`src/logic/wdu_regs.vh`:
```
// register offsets, field positions, reset values and timing counts
`ifndef WDU_REGS_VH
`define WDU_REGS_VH

// register byte offsets on the apb window
`define WDU_OFF_CTRL     8'h00
`define WDU_OFF_RELOAD   8'h04
`define WDU_OFF_WINDOW   8'h08
`define WDU_OFF_COUNT    8'h0c
`define WDU_OFF_KICK     8'h10
`define WDU_OFF_STATUS   8'h14
`define WDU_OFF_MASK     8'h18

// control register fields
`define WDU_CTRL_EN      0
`define WDU_CTRL_RSTSEL  1
`define WDU_CTRL_DIV_LSB 2
`define WDU_CTRL_DIV_MSB 4
`define WDU_CTRL_W       6

// status and mask fields
`define WDU_ST_WIN       0
`define WDU_ST_UNF       1
`define WDU_ST_W         2

// reset values
`define WDU_CTRL_RST     6'h02
`define WDU_RELOAD_RST   24'hffffff
`define WDU_WINDOW_RST   24'h000000
`define WDU_MASK_RST     2'h0

// timing: system clock and watchdog oscillator rates in hz
`define WDU_PCLK_HZ      20000000
`define WDU_RC_HZ        40000
`define WDU_RC_CYCLES    (`WDU_PCLK_HZ / `WDU_RC_HZ)

`endif

```
`src/logic/wdu_tick_gen.v`:
```
// count clock generator: oscillator tick then selectable divider
`timescale 1ns/1ns
`default_nettype none

`include "wdu_regs.vh"

module wdu_tick_gen
#(
  parameter integer RC_DIV = `WDU_RC_CYCLES // pclk cycles per osc period
)
(
  input  wire       pclk,    // system clock
  input  wire       presetn, // async reset, active low
  input  wire       run,     // counting enabled
  input  wire [2:0] div_sel, // divide oscillator by 2**div_sel
  output reg        tick     // one-cycle count clock pulse
);

  reg  [15:0] rc_cnt_q;  // oscillator period counter
  reg  [7:0]  div_cnt_q; // divider stage counter
  wire        rc_tick;   // one oscillator period elapsed
  wire [7:0]  div_mask;  // low bits that must all be one

  assign rc_tick  = (rc_cnt_q == RC_DIV[15:0] - 16'h0001);
  assign div_mask = (8'h01 << div_sel) - 8'h01;

  // oscillator stand-in: the watchdog oscillator is modelled as a
  // fixed division of pclk, which must stay on in deep sleep
  always @(posedge pclk or negedge presetn)
  begin
    if (!presetn)
    begin
      rc_cnt_q  <= 16'h0000;
      div_cnt_q <= 8'h00;
      tick      <= 1'b0;
    end
    else if (!run)
    begin
      // stopped: restart cleanly so the first period is full length
      rc_cnt_q  <= 16'h0000;
      div_cnt_q <= 8'h00;
      tick      <= 1'b0;
    end
    else
    begin
      rc_cnt_q <= rc_tick ? 16'h0000 : rc_cnt_q + 16'h0001;
      if (rc_tick)
        div_cnt_q <= div_cnt_q + 8'h01;
      tick <= rc_tick & ((div_cnt_q & div_mask) == div_mask);
    end
  end

endmodule // wdu_tick_gen

`default_nettype wire

```
`src/logic/wdu_watchdog.v`:
```
// watchdog unit top: apb registers, 24-bit down counter, events
`timescale 1ns/1ns
`default_nettype none

`include "wdu_regs.vh"

module wdu_watchdog
#(
  parameter integer RC_DIV = `WDU_RC_CYCLES // pclk cycles per osc period
)
(
  input  wire        pclk,       // apb clock, 20 mhz
  input  wire        presetn,    // async reset, active low
  input  wire        psel,       // apb select
  input  wire        penable,    // apb access phase
  input  wire        pwrite,     // apb direction, 1 = write
  input  wire [7:0]  paddr,      // apb byte address
  input  wire [31:0] pwdata,     // apb write data
  output reg  [31:0] prdata,     // apb read data
  output reg         pready,     // apb transfer done
  output reg         pslverr,    // apb error, unmapped address
  input  wire        deep_sleep, // device is in deep sleep
  output reg         irq,        // level interrupt to the core
  output reg         wake_req,   // wake request toward power control
  output reg         rst_req,    // system reset request, sticky
  output reg         ovf_pulse   // one-cycle underflow indication
);

  // software visible state
  reg  [`WDU_CTRL_W-1:0] ctrl_q;   // enable, reset select, divider
  reg  [23:0]            reload_q; // reload_value
  reg  [23:0]            window_q; // window_compare_value
  reg  [23:0]            count_q;  // watchdog_count
  reg  [`WDU_ST_W-1:0]   status_q; // sticky event flags
  reg  [`WDU_ST_W-1:0]   mask_q;   // interrupt enables
  reg                    kick_q;   // reload request waiting for tick

  // bus decode
  wire        access;    // access phase completing this edge
  wire        wr_en;     // write completing this edge
  reg  [31:0] rd_data_d; // read mux
  reg         addr_ok_d; // address maps to a register

  // counter control
  wire        en;        // counting enabled
  wire        rst_sel;   // underflow also requests a system reset
  wire [2:0]  div_sel;   // count_clock_divider setting
  wire        tick;      // count clock pulse
  wire [23:0] count_dec; // count minus one
  wire        unf_ev;    // underflow this cycle
  wire        win_ev;    // window match this cycle
  wire        kick_wr;   // software reload request
  wire [`WDU_ST_W-1:0] ev;  // events by status bit
  wire [`WDU_ST_W-1:0] w1c; // clear strobes by status bit
  wire [`WDU_ST_W-1:0] status_d; // next status
  wire        pend;      // any unmasked status bit

  assign en      = ctrl_q[`WDU_CTRL_EN];
  assign rst_sel = ctrl_q[`WDU_CTRL_RSTSEL];
  assign div_sel = ctrl_q[`WDU_CTRL_DIV_MSB:`WDU_CTRL_DIV_LSB];

  // the access completes at the edge that samples pready high
  assign access  = psel & penable & pready;
  assign wr_en   = access & pwrite;
  assign kick_wr = wr_en & (paddr == `WDU_OFF_KICK);

  // count clock: oscillator period times 2**div_sel
  wdu_tick_gen
  #(
    .RC_DIV (RC_DIV)
  )
  u_tick
  (
    .pclk    (pclk),
    .presetn (presetn),
    .run     (en),
    .div_sel (div_sel),
    .tick    (tick)
  );

  assign count_dec = count_q - 24'h000001;

  // events only happen on a count tick without a pending reload
  assign unf_ev = en & tick & ~kick_q & (count_q == 24'h000000);
  assign win_ev = en & tick & ~kick_q & (count_q != 24'h000000)
                  & (count_dec == window_q);

  assign ev[`WDU_ST_WIN] = win_ev;
  assign ev[`WDU_ST_UNF] = unf_ev;

  // status write clears bits written with one
  assign w1c = (wr_en && paddr == `WDU_OFF_STATUS) ?
               pwdata[`WDU_ST_W-1:0] : {`WDU_ST_W{1'b0}};

  // per flag: a new event wins over a clear in the same cycle
  genvar gi;
  generate
    for (gi = 0; gi < `WDU_ST_W; gi = gi + 1)
    begin : g_status
      assign status_d[gi] = ev[gi] | (status_q[gi] & ~w1c[gi]);
    end
  endgenerate

  // underflow flags status in both modes; the mask picks irq use
  assign pend = |(status_q & mask_q);

  // apb wait state: pready rises one cycle into the access phase
  always @(posedge pclk or negedge presetn)
  begin
    if (!presetn)
      pready <= 1'b0;
    else
      pready <= psel & penable & ~pready;
  end

  // read mux and address check
  always @*
  begin
    rd_data_d = 32'h00000000;
    addr_ok_d = 1'b1;
    case (paddr)
      `WDU_OFF_CTRL:
        rd_data_d[`WDU_CTRL_W-1:0] = ctrl_q;
      `WDU_OFF_RELOAD:
        rd_data_d[23:0] = reload_q;
      `WDU_OFF_WINDOW:
        rd_data_d[23:0] = window_q;
      `WDU_OFF_COUNT:
        rd_data_d[23:0] = count_q;           // live counter view
      `WDU_OFF_KICK:
        rd_data_d[0] = kick_q;               // reload still pending
      `WDU_OFF_STATUS:
        rd_data_d[`WDU_ST_W-1:0] = status_q;
      `WDU_OFF_MASK:
        rd_data_d[`WDU_ST_W-1:0] = mask_q;
      default:
        addr_ok_d = 1'b0;                    // unmapped, reads zero
    endcase
  end

  // read data and error are launched with pready
  always @(posedge pclk or negedge presetn)
  begin
    if (!presetn)
    begin
      prdata  <= 32'h00000000;
      pslverr <= 1'b0;
    end
    else if (psel & penable & ~pready)
    begin
      prdata  <= pwrite ? 32'h00000000 : rd_data_d;
      pslverr <= ~addr_ok_d;
    end
    else
    begin
      prdata  <= 32'h00000000;
      pslverr <= 1'b0;
    end
  end

  // configuration registers
  always @(posedge pclk or negedge presetn)
  begin
    if (!presetn)
    begin
      ctrl_q   <= `WDU_CTRL_RST;
      reload_q <= `WDU_RELOAD_RST;
      window_q <= `WDU_WINDOW_RST;
      mask_q   <= `WDU_MASK_RST;
    end
    else if (wr_en)
    begin
      case (paddr)
        `WDU_OFF_CTRL:
          ctrl_q <= pwdata[`WDU_CTRL_W-1:0];
        `WDU_OFF_RELOAD:
          reload_q <= pwdata[23:0];
        `WDU_OFF_WINDOW:
          window_q <= pwdata[23:0];
        `WDU_OFF_MASK:
          mask_q <= pwdata[`WDU_ST_W-1:0];
        default:
          ctrl_q <= ctrl_q;                   // others have no store
      endcase
    end
  end

  // reload request: held until the next count tick takes it;
  // a new request in the consuming cycle stays pending
  always @(posedge pclk or negedge presetn)
  begin
    if (!presetn)
      kick_q <= 1'b0;
    else if (!en)
      kick_q <= 1'b0;
    else
      kick_q <= kick_wr | (kick_q & ~tick);
  end

  // the down counter; pclk stands for the always-on domain so the
  // count carries on through deep sleep
  always @(posedge pclk or negedge presetn)
  begin
    if (!presetn)
      count_q <= `WDU_RELOAD_RST;
    else if (!en)
      count_q <= reload_q;                    // armed, not counting
    else if (tick)
    begin
      if (kick_q)
        count_q <= reload_q;
      else if (count_q == 24'h000000)
        count_q <= reload_q;
      else
        count_q <= count_dec;
    end
  end

  // sticky status flags
  always @(posedge pclk or negedge presetn)
  begin
    if (!presetn)
      status_q <= {`WDU_ST_W{1'b0}};
    else
      status_q <= status_d;
  end

  // interrupt and wake outputs; the wake path drops the watchdog
  // source in deep sleep, so only the level to the core remains
  always @(posedge pclk or negedge presetn)
  begin
    if (!presetn)
    begin
      irq      <= 1'b0;
      wake_req <= 1'b0;
    end
    else
    begin
      irq      <= pend;
      wake_req <= pend & ~deep_sleep;
    end
  end

  // reset request stays up until the system reset comes back here;
  // underflow pulse goes out in either mode
  always @(posedge pclk or negedge presetn)
  begin
    if (!presetn)
    begin
      rst_req   <= 1'b0;
      ovf_pulse <= 1'b0;
    end
    else
    begin
      rst_req   <= rst_req | (unf_ev & rst_sel);
      ovf_pulse <= unf_ev;
    end
  end

endmodule // wdu_watchdog

`default_nettype wire

```
`config.mk`:
```
export PLATFORM = sky130hd
export DESIGN_NAME = wdu_watchdog
export DESIGN_NICKNAME = d
export VERILOG_FILES = /design/src/logic/wdu_tick_gen.v /design/src/logic/wdu_watchdog.v
export VERILOG_INCLUDE_DIRS = /design/src /design/src/logic
export SDC_FILE = /design/constraint.sdc
export NUM_CORES = 1
export LEC_CHECK = 0
export ABC_AREA = 1
export BUFFER_PORTS_ARGS = -buffer_cell sky130_fd_sc_hd__buf_2
export CORE_AREA = 5 5 135 137
export CTS_BUF_LIST = sky130_fd_sc_hd__clkbuf_2
export DETAILED_ROUTE_END_ITERATION = 10
export DIE_AREA = 0 0 140 142
export PLACE_DENSITY_LB_ADDON = 0.2
export SYNTH_ARGS = -nofsm -noshare
export SYNTH_HDL_FRONTEND = slang
export SYNTH_HIERARCHICAL = 1
export SYNTH_SLANG_ARGS = --single-unit
```
`constraint.sdc`:
```
create_clock -name pclk -period 1.8 [get_ports pclk]
set_clock_uncertainty 0.05 [all_clocks]
set_input_delay 0.18 -clock pclk [delete_from_list [all_inputs] [get_ports pclk]]
set_output_delay 0.18 -clock pclk [all_outputs]
set_load 0.02 [all_outputs]
```
=== Word-level counts from Yosys, hierarchy flattened ===
Cells that the tools add are included.

* Equal/unequal tests: 11
* Add/subtract/negate cells: 4
* Mux-type cells: 19
* Shift-type cells: 1
* Bitwise logic cells: 29
* Reduce and logical (&&, ||, !) cells: 10

{| class="wikitable"
|+ Operators by type and width
! kind !! number
|-
| 2-to-1 mux 24 bit || 6
|-
| case mux 18 bit (3 select lines) || 1
|-
| 2-to-1 mux 16 bit || 2
|-
| equality test 24 bit || 1
|-
| equality test 8 x 5 -> 1 bit, second input constant || 3
|-
| logical NOT 24 bit || 1
|-
| nonzero test 24 bit || 1
|-
| subtractor 24 x 1 -> 24 bit, second input constant || 1
|-
| adder 16 x 1 -> 16 bit, second input constant || 1
|-
| AND 1 bit || 16
|-
| equality test 16 x 9 -> 1 bit, second input constant || 1
|-
| equality test 8 x 4 -> 1 bit, second input constant || 2
|-
| 2-to-1 mux 8 bit || 2
|-
| case mux 4 bit (4 select lines) || 1
|-
| adder 8 x 1 -> 8 bit, second input constant || 1
|-
| AND 8 bit || 1
|-
| equality test 8 x 3 -> 1 bit, second input constant || 1
|-
| equality test 8 bit || 1
|-
| logical NOT 8 bit || 1
|-
| AND reduction 2 bit || 4
|-
| << shifter 1 x 3 -> 8 bit, first input constant || 1
|-
| subtractor 8 x 1 -> 8 bit, second input constant || 1
|-
| inverter 1 bit || 7
|-
| case mux 1 bit (7 select lines) || 1
|-
| 9 further kinds || 16
|}

* Logic and storage cells: 91
* Bits in registers: 146
* Output and inout bits: 38

=== Longest topological paths before layout ===
Gate-level depths: netlist of run 1.

* Depth after elaboration: 8
* Gate-level depth with buffers: 16
* Mapped depth without buffers: 15

=== Cells and area by module ===
Netlist of run 1, hierarchy kept.

{| class="wikitable"
|+ By module, submodules not included
! module !! times used !! seq. area each (um2) !! area each (um2) !! cells an instance
|-
| wdu_watchdog || 1 || 2889.0 || 6327.3 || 841
|-
| wdu_tick_gen || 1 || 600.6 || 1422.6 || 200
|}

=== Worst setup path before layout of run 1 ===
No wires, ideal clock.

* Path kind: register to register
* Start: register count_q[0]
* End: register status_q[0]
* Period minus slack after synthesis: 1.912 ns
* Arrival time: 1.797 ns
* Slack: -0.112 ns
* Cell stages (with the launch flop): 16
* Cell sequence: dfstp_2 -> inv_1 -> ha_1 -> buf_2 -> nand2_4 -> nor2_4 -> buf_6 -> inv_1 -> nand2_1 -> nand3_1 -> nand3_1 -> nor2_1 -> nand3_1 -> nor2_1 -> nand2_1 -> nand2_1

* Cells in the longest elaborated chain, start to end: 4
* Elaborated cells between the ends (all ways): 6
* Classes of those cells: add/sub: 1; eq/ne: 1; bitwise: 3; reduce/logical: 1

{| class="wikitable"
|+ RTL lines
! element !! RTL line !! RTL
|-
| start: declaration || wdu_watchdog.v:33 || <nowiki>reg [23:0] count_q;</nowiki>
|-
| start signal: assignment || wdu_watchdog.v:205 || <nowiki>count_q <= `WDU_RELOAD_RST;</nowiki>
|-
| start signal: assignment || wdu_watchdog.v:207 || <nowiki>count_q <= reload_q;</nowiki>
|-
| start signal: assignment || wdu_watchdog.v:211 || <nowiki>count_q <= reload_q;</nowiki>
|-
| subtractor 24 x 1 -> 24 bit / nonzero test 24 bit (equally long branches) || wdu_watchdog.v:81, wdu_watchdog.v:85 ||
|-
| equality test 24 bit / AND 1 bit (equally long branches) || wdu_watchdog.v:86, wdu_watchdog.v:85 ||
|-
| AND 1 bit * || wdu_watchdog.v:86 || <nowiki>& (count_dec == window_q);</nowiki>
|-
| bitwise OR 1 bit * || wdu_watchdog.v:100 || <nowiki>assign status_d[gi] = ev[gi] | (status_q[gi] & ~w1c[gi]);</nowiki>
|-
| net status_d[0] || wdu_watchdog.v:55 || <nowiki>wire [`WDU_ST_W-1:0] status_d;</nowiki>
|-
| end signal: assignment || wdu_watchdog.v:223 || <nowiki>status_q <= {`WDU_ST_W{1'b0}};</nowiki>
|-
| end signal: assignment || wdu_watchdog.v:225 || <nowiki>status_q <= status_d;</nowiki>
|-
| end: declaration || wdu_watchdog.v:34 || <nowiki>reg [`WDU_ST_W-1:0] status_q;</nowiki>
|}

Mark *: on every way through the listed nets, which the timed path passes. The rest lies on a longest branch.
A chain may end at the register's enable or synchronous reset.

=== Worst setup path in the final report of run 1 ===
* Start: register count_q[1]
* End: register count_q[13]

* Cells in the longest elaborated chain, start to end: 5
* Elaborated cells between the ends (all ways): 6
* Classes of those cells: add/sub: 1; mux: 4; reduce/logical: 1

{| class="wikitable"
|+ RTL lines
! element !! RTL line !! RTL
|-
| subtractor 24 x 1 -> 24 bit / logical NOT 24 bit (equally long branches) || wdu_watchdog.v:81, wdu_watchdog.v:212 ||
|-
| 2-to-1 mux 24 bit * || wdu_watchdog.v:212 || <nowiki>else if (count_q == 24'h000000)</nowiki>
|-
| 2-to-1 mux 24 bit * || wdu_watchdog.v:210 || <nowiki>if (kick_q)</nowiki>
|-
| 2-to-1 mux 24 bit * || wdu_watchdog.v:208 || <nowiki>else if (tick)</nowiki>
|-
| 2-to-1 mux 24 bit * || wdu_watchdog.v:206 || <nowiki>else if (!en)</nowiki>
|}

Every way passes the cells marked *; elsewhere a longest branch is shown, timed or not. The select of a mux whose other input is x is not followed.

==> summary.md, run 1 <==
| Metric | Value |
|---|---|
| Outcome | finished with violations |
| Failing checks | negative setup slack |
| Hold Crit Depth | 4 |
| Grt met1 use | roughly a third |
| FMAX | slightly above 0.5 GHz |
| Synth Register Bits | approximately 140 |
| Max clock buf depth | 2 |
| Ys flop type | dfrtp_1 |
| Antenna violations before repair | 1 |
| PD cells | between 500 and 600 nW/um^2 |
| Worst Setup End Kind | flip-flop |
| Total die area | around 20000 um^2 |
| Syn_area_per_cell | 7.44 um^2 |
| Initial DRC count | approximately 600 |
| Critical Setup Path Class | reg -> reg |
| CTS sink cnt | 137 |
| DRC violations left | 0 |
| Slew HR | roughly 63% |
| Slew Limit Fails | 0 |
| Row count | 48 |
| Yosys cell types | 44 |
| Fin. Hold Viols | 0 |
| Synthesis Warnings | 6 |
| Met3 usage | 4.10% |
| Synth area leader | dfrtp_1 |
| Core box area | between 15000 and 20000 um^2 |
| Hold path endpoint | reload_q[7] |
| Final setup fails | 24 |
| Routed len/inst | ~15 um |
| Most used routing layer | met2 |
| Total track usage | between 20% and 30% |
| Leak | 4.76 nW |
| Worst Reg-to-Reg Cells | 13 |
| CTS H-tree lvls | 4 |
| Final non-filler cell total | around 1500 |
| Number of synthesized flops with an enable pin | 0 |
| GRT overflow | 0 |
| Unrepaired setup endpoints after global routing | true |
| DRT antenna net count | 0 |
| Largest net degree at the start of global routing | just under 50 |
| Share of cells above drive strength 1 | ~23% |
| Vias in the first global route | 7017 |
| Total routed wirelength | 21400 um |
| DR pass1 iterations | 5 |
| Clock latency on the worst-skew pair | between 0.7 and 0.8 ns |
| Startpoint types | flip-flop |
| Buffers on Ports | 67 |
| Critical Path AT | approximately 2.6 ns |
| Max-cap violations | 0 |
| Die Span X | 140 um |
| Area share of the largest cell type after synthesis | 28.4% |
| Area growth from synthesis to layout | 24.4% |
| Worst R2R Start | count_q[1] |
| FFs w/ async S/R, synth | 100% |
| Sequential cell area fraction in the yosys report | 45.0% |
| Met2 track demand over resource | between 30% and 40% |
| Final worst-path cycle share | 109% |
| Post-layout util | a little under three fifths |
| Most frequent cells in the layout | 285 x nand2_1, 140 x inv_1, 95 x nor2_1 |
| Die Span Y | ~140 um |
| Clk root buf | clkbuf_2 |
| Final WS setup | -0.158 ns |
| DPL Wire Length | between 15000 and 20000 um |
| Max FO, Critical Path | 9 |
| DR vias | roughly 7300 |
| # placed instances | roughly 1400 |
| Final nets | 1260 |
| Worst Hold Launch | pwdata[7] |
| Gpl congestion | around 0.93 |
| Cells after Synth | 1041 |
| CTS Buf Count | 17 |
| Commonest non-fill, non-tap cell in the layout | nand2_1 |
| Ranking of synthesized cells by area | dfrtp_1 28%, dfstp_2 17%, nand2_1 14% |
| Worst slack, placed | -0.124 ns |
| Worst Max-Slew Pin Slew | approximately 0.55 ns |
| CTS clk-pin slew, worst paths | about 0.20 ns |
| First-pass GRT wire length | 35300 um |
| Reg2Reg Setup Slack | -0.16 ns |
| Fin crit period | between 1.5 and 2 ns |
| Initial cell density of the core | between 40% and 50% |
| Vias/cell | 5.01 |
| Synthesized cell area | roughly 7700 um^2 |
| CTS tree | yes |
| CP Data Required Time | 2.40 ns |
| R2R Path End | count_q[13] |
| HP Class | in -> reg |
| Peak VDD IR | between 300 and 400 uV |
| I/O pin count | 84 |
[worst max-delay path by stage]
stage               slack, ns  cells after the start           to       start
floorplan               -0.01                     15  status_q[0]  count_q[0]
global placement        -0.10                     12  status_q[0]  count_q[1]
detailed placement      -0.12                     12  status_q[0]  count_q[1]
CTS                     -0.11                     14  count_q[12]  count_q[1]
global route            -0.29                     11  status_q[0]  count_q[5]
finish                  -0.16                     13  count_q[13]  count_q[1]
[metal layers]
metal	up-vias	part of all wire (%)
li1	3667	-
met4	0	1.2
met1	3399	48
met2	187	46
met3	21	5.0
met5	-	0
[layout make-up]
class / count / area [um^2]
multi-input combinational: 722 / 3610
timing repair buffer: 184 / 1510
inverter: 148 / 563
clock inverter: 11 / 82.6
clock buffer: 21 / 105
tap: 225 / 282
fill: 1630 / 7290
antenna: 3 / 7.51
sequential: 137 / 3490
[cell families after synthesis]
family	share of synthesized area, %
xor+xnor	2.10
fa+ha+maj	0.646
buf+inv	10.2
compound gates	12.6
other cells	0.0484
simple gates	29.4
flops	45.0
[what timing repair did]
action / 4_1_cts / 5_1_grt
hold endpoints to repair: 207 / 9
gates cloned: 1 / 1
gates resized for setup: 11 / 31
buffers inserted: 1 / 3
pin swaps: 7 / 10
setup endpoints to repair: 24 / 102
hold buffers: 41 / 3
[synth_stat cells, types with 13 or more instances]
| cell | instances |
|---|---|
| nand2_1 | 288 |
| inv_1 | 143 |
| nor2_1 | 103 |
| dfrtp_1 | 88 |
| nand3_1 | 87 |
| o21ai_0 | 53 |
| dfstp_2 | 49 |
| o21ai_1 | 33 |
| a21oi_1 | 27 |
| o22ai_1 | 17 |
| o221ai_1 | 14 |
| buf_4 | 13 |
| clkbuf_1 | 13 |
[worst max-delay path: stages, from the launching register on]
cell and delay (ns):
dfstp_2 0.59, inv_2 0.07, ha_4 0.16, inv_2 0.05, nor2_2 0.03, nand2_1 0.06, nor2_2 0.05, nand3_4 0.08
nand2_4 0.06, nor2_4 0.18, buf_4 0.23, nand3_1 0.09, o211ai_1 0.08, o21ai_1 0.10
[where the power goes]
| part | leakage [nW] | internal [mW] | switching [mW] |
|---|---|---|---|
| clock network | 0.120 | 0.492 | 1.13 |
| logic | 2.92 | 0.228 | 0.296 |
| registers | 1.72 | 3.10 | 0.00979 |
| total | 4.76 | 3.82 | 1.44 |
[sequential cells by signal (all words and copies together) (netlist names)]
signal / cells
count_q: 24
prdata: 24
reload_q: 24
window_q: 24
u_tick/rc_cnt_q: 16
u_tick/div_cnt_q: 7
ctrl_q: 6
mask_q: 2
status_q: 2
irq: 1
kick_q: 1
ovf_pulse: 1
pready: 1
pslverr: 1
rst_req: 1
u_tick/tick: 1
wake_req: 1
[stage by stage]
step                      total power [mW]  hold slack [ns]  TNS [ns]  area, um^2
after global placement                3.59            0.101     -1.17        8820
after detailed placement              3.60            0.106     -1.71        8820
after floorplan                       3.38           -0.166   -0.0723        7800
final                                 5.26            0.156     -2.29        9640
after CTS                             5.32           0.0730     -1.80        9500
after global routing                  5.51           0.0921     -5.35        9640
Note: power is estimated with default switching activity, not from simulation.
==> run 2, diff against run 1 <==
--- a/config.mk
+++ b/config.mk
@@ -17,3 +17,4 @@
 export SYNTH_HDL_FRONTEND = slang
 export SYNTH_HIERARCHICAL = 1
 export SYNTH_SLANG_ARGS = --single-unit
+export TNS_END_PERCENT = 30
==> summary.md, run 2 (synthesis results as in run 1) <==
| Metric | Value |
|---|---|
| Outcome | finished with violations |
| Failing checks | negative setup slack |
| Sw frac | 26.5% (-0.80 points) |
| Critical Path AT | 2.61 ns (+0.05 ns) |
| Slew HR | 59.8% (-3.1 points) |
| Gpl congestion | 0.870 (-6.9%) |
| Part of the power in registers | 55.7% (-3.5 points) |
| Initial DRC count | 451 (-26%) |
| Unrepaired setup endpoints after global routing | true |
| CTS H-tree lvls | 4 (unchanged) |
| PD cells | 562 nW/um^2 (+3.0%) |
| # placed instances | 1365 (-0.36%) |
| Total routed wirelength | 21400 um (about the same) |
| CTS Buf Count | 17 (unchanged) |
| Vias in the first global route | 6907 (-1.6%) |
| First-pass GRT wire length | 35200 um (-0.20%) |
| Max FO, Critical Path | 5 (-4) |
| Total die area | 19900 um^2 (unchanged) |
| Worst Max-Slew Pin Slew | 0.596 ns (+0.0455 ns) |
| Core box area | 16900 um^2 (unchanged) |
| Final setup fails | 26 (+8.3%) |
| Area growth from synthesis to layout | 28.3% |
| Row count | 48 (unchanged) |
| DPL Wire Length | 14900 um (-1.0%) |
| P_sw | 1.48 mW (+3.2%) |
| Final WS setup | -0.212 ns (-0.0545 ns) |
| WL met1 | 10200 um (-1.2%) |
| HP Class | in -> reg |
| Die Span X | 140 um (unchanged) |
| Clock power share | 34.6% (+3.8 points) |
| Met2 wire len | 9690 um (-0.86%) |
| Antenna violations before repair | 1 (unchanged) |
| Worst Reg-to-Reg Cells | 12 (-1) |
| Uppermost routed layer | met4 |
| Final worst-path cycle share | 112% (+3.0 points) |
| CTS tree | yes |
| Share of cells above drive strength 1 | 26.1% (+2.9 points) |
| Reg2Reg Setup Slack | -0.21 ns (-0.05 ns) |
| DR vias | 7329 (+0.76%) |
| I/O pin count | 84 (unchanged) |
| Final nets | 1268 (+0.63%) |
| Leak | 4.84 nW (+1.6%) |
| GRT overflow | 0 (unchanged) |
| CTS sink cnt | 137 (unchanged) |
| Design Area, Final | 9950 um^2 (+3.1%) |
| Max-cap violations | 0 (unchanged) |
| Worst R2R Start | count_q[8] |
| Vias/cell | 5.03 (+0.34%) |
| Peak VDD IR | 323 uV (+4.7%) |
| CP Data Required Time | 2.40 ns (about the same) |
| DRC violations left | 0 (unchanged) |
| Critical path startpoint | count_q[8] |
| Clock latency on the worst-skew pair | 0.73 ns (-0.02 ns) |
| FMAX | 0.497 GHz (-2.7%) |
| Metal3 WL | 1250 um (+18%) |
| Worst Setup End Kind | flip-flop |
| Total track usage | 22.0% (about the same) |
| Fin. Hold Viols | 0 (unchanged) |
| Critical Setup Path Class | reg -> reg |
| Die Span Y | 142 um (unchanged) |
| Final non-filler cell total | 1457 (+0.41%) |
| Largest net degree at the start of global routing | 34 (-31%) |
| Slew Limit Fails | 0 (unchanged) |
| Most frequent cells in the layout | 276 x nand2_1, 138 x inv_1, 98 x nor2_1 |
| Fin crit period | 2.01 ns (+0.0545 ns) |
| Setup TNS | -3.65 ns (-1.36 ns) |
| Routed len/inst | 14.7 um (-0.35%) |
| Internal power | 4.11 mW (+7.4%) |
| DR pass1 iterations | 6 (+1) |
| CTS clk-pin slew, worst paths | 0.23 ns (+0.03 ns) |
| Clk root buf | clkbuf_2 |
| Placed cell area | 8790 um^2 (-0.43%) |
| Gate power share | 9.7% (-0.3 points) |
| Startpoint types | flip-flop |
| Initial cell density of the core | 45.8% (unchanged) |
| R2R Path End | count_q[14] |
| Buffers on Ports | 67 (unchanged) |
| DRT antenna net count | 0 (unchanged) |
| Commonest non-fill, non-tap cell in the layout | nand2_1 |
| Max clock buf depth | 2 (unchanged) |
| Worst Setup EP | count_q[14] |
run 2: final cells by class:
cell class,count,area (um^2)
Clock buffer,18,90.1
Timing Repair Buffer,192,1620
Tap cell,225,282
Antenna cell,1,2.50
Fill cell,1652,6990
Sequential cell,137,3490
Multi-Input combinational cell,722,3740
Clock inverter,14,158
Inverter,148,563
run 2: timing repair:
item                                   CTS  global route
setup buffers                            7             7
setup endpoints to repair               24            46
resized for setup                       29            45
hold buffers                            43             0
endpoints found under the hold margin  222             0
pin swaps                               15            13
gates cloned                             3             1
run 2: worst min path at each step:
stage | slack, ns | end | cells past startpoint | start
after global routing | 0.03 | kick_q | 7 | paddr[7]
after CTS | 0.02 | pslverr | 7 | paddr[5]
after floorplan | -0.17 | ctrl_q[0] | 0 | presetn
after detailed placement | 0.09 | pready | 1 | presetn
final | 0.04 | kick_q | 7 | paddr[7]
after global placement | 0.09 | pready | 1 | presetn
run 2: metal layers:
metal	vias to the layer above	global-route usage [%]
li1	3686	-
met1	3408	31.0
met2	213	34.6
met3	22	4.70
met4	0	6.07
met5	-	0
run 2: critical path: stages, from the launching register on:
cell     delay [ns]
dfstp_2        0.63
buf_6          0.12
nor2_4         0.04
nand2_2        0.10
nor2_4         0.07
nand3_4        0.09
nand2_4        0.06
nor2_4         0.20
inv_4          0.09
buf_12         0.14
buf_16         0.13
a21oi_2        0.11
o22ai_1        0.08
run 2: power by group through the flow:
stage	clock network (mW)	logic, mW	registers, mW
global placement	0	0.427	3.16
CTS	2.00	0.526	3.11
finish	1.93	0.543	3.11
floorplan	0	0.218	3.16
detailed placement	0	0.431	3.16
global route	2.14	0.607	3.12
run 2: metrics by stage:
step | setup WS, ns | power, mW | util, % | hold slack, ns
2_1_floorplan | -0.0125 | 3.38 | - | -0.166
3_3_place_gp | -0.108 | 3.59 | 51.9 | 0.0890
3_5_place_dp | -0.114 | 3.59 | 51.9 | 0.0938
4_1_cts | -0.116 | 5.64 | 57.4 | 0.0214
5_1_grt | -0.317 | 5.87 | 58.7 | 0.0254
6_report | -0.212 | 5.59 | 58.7 | 0.0432
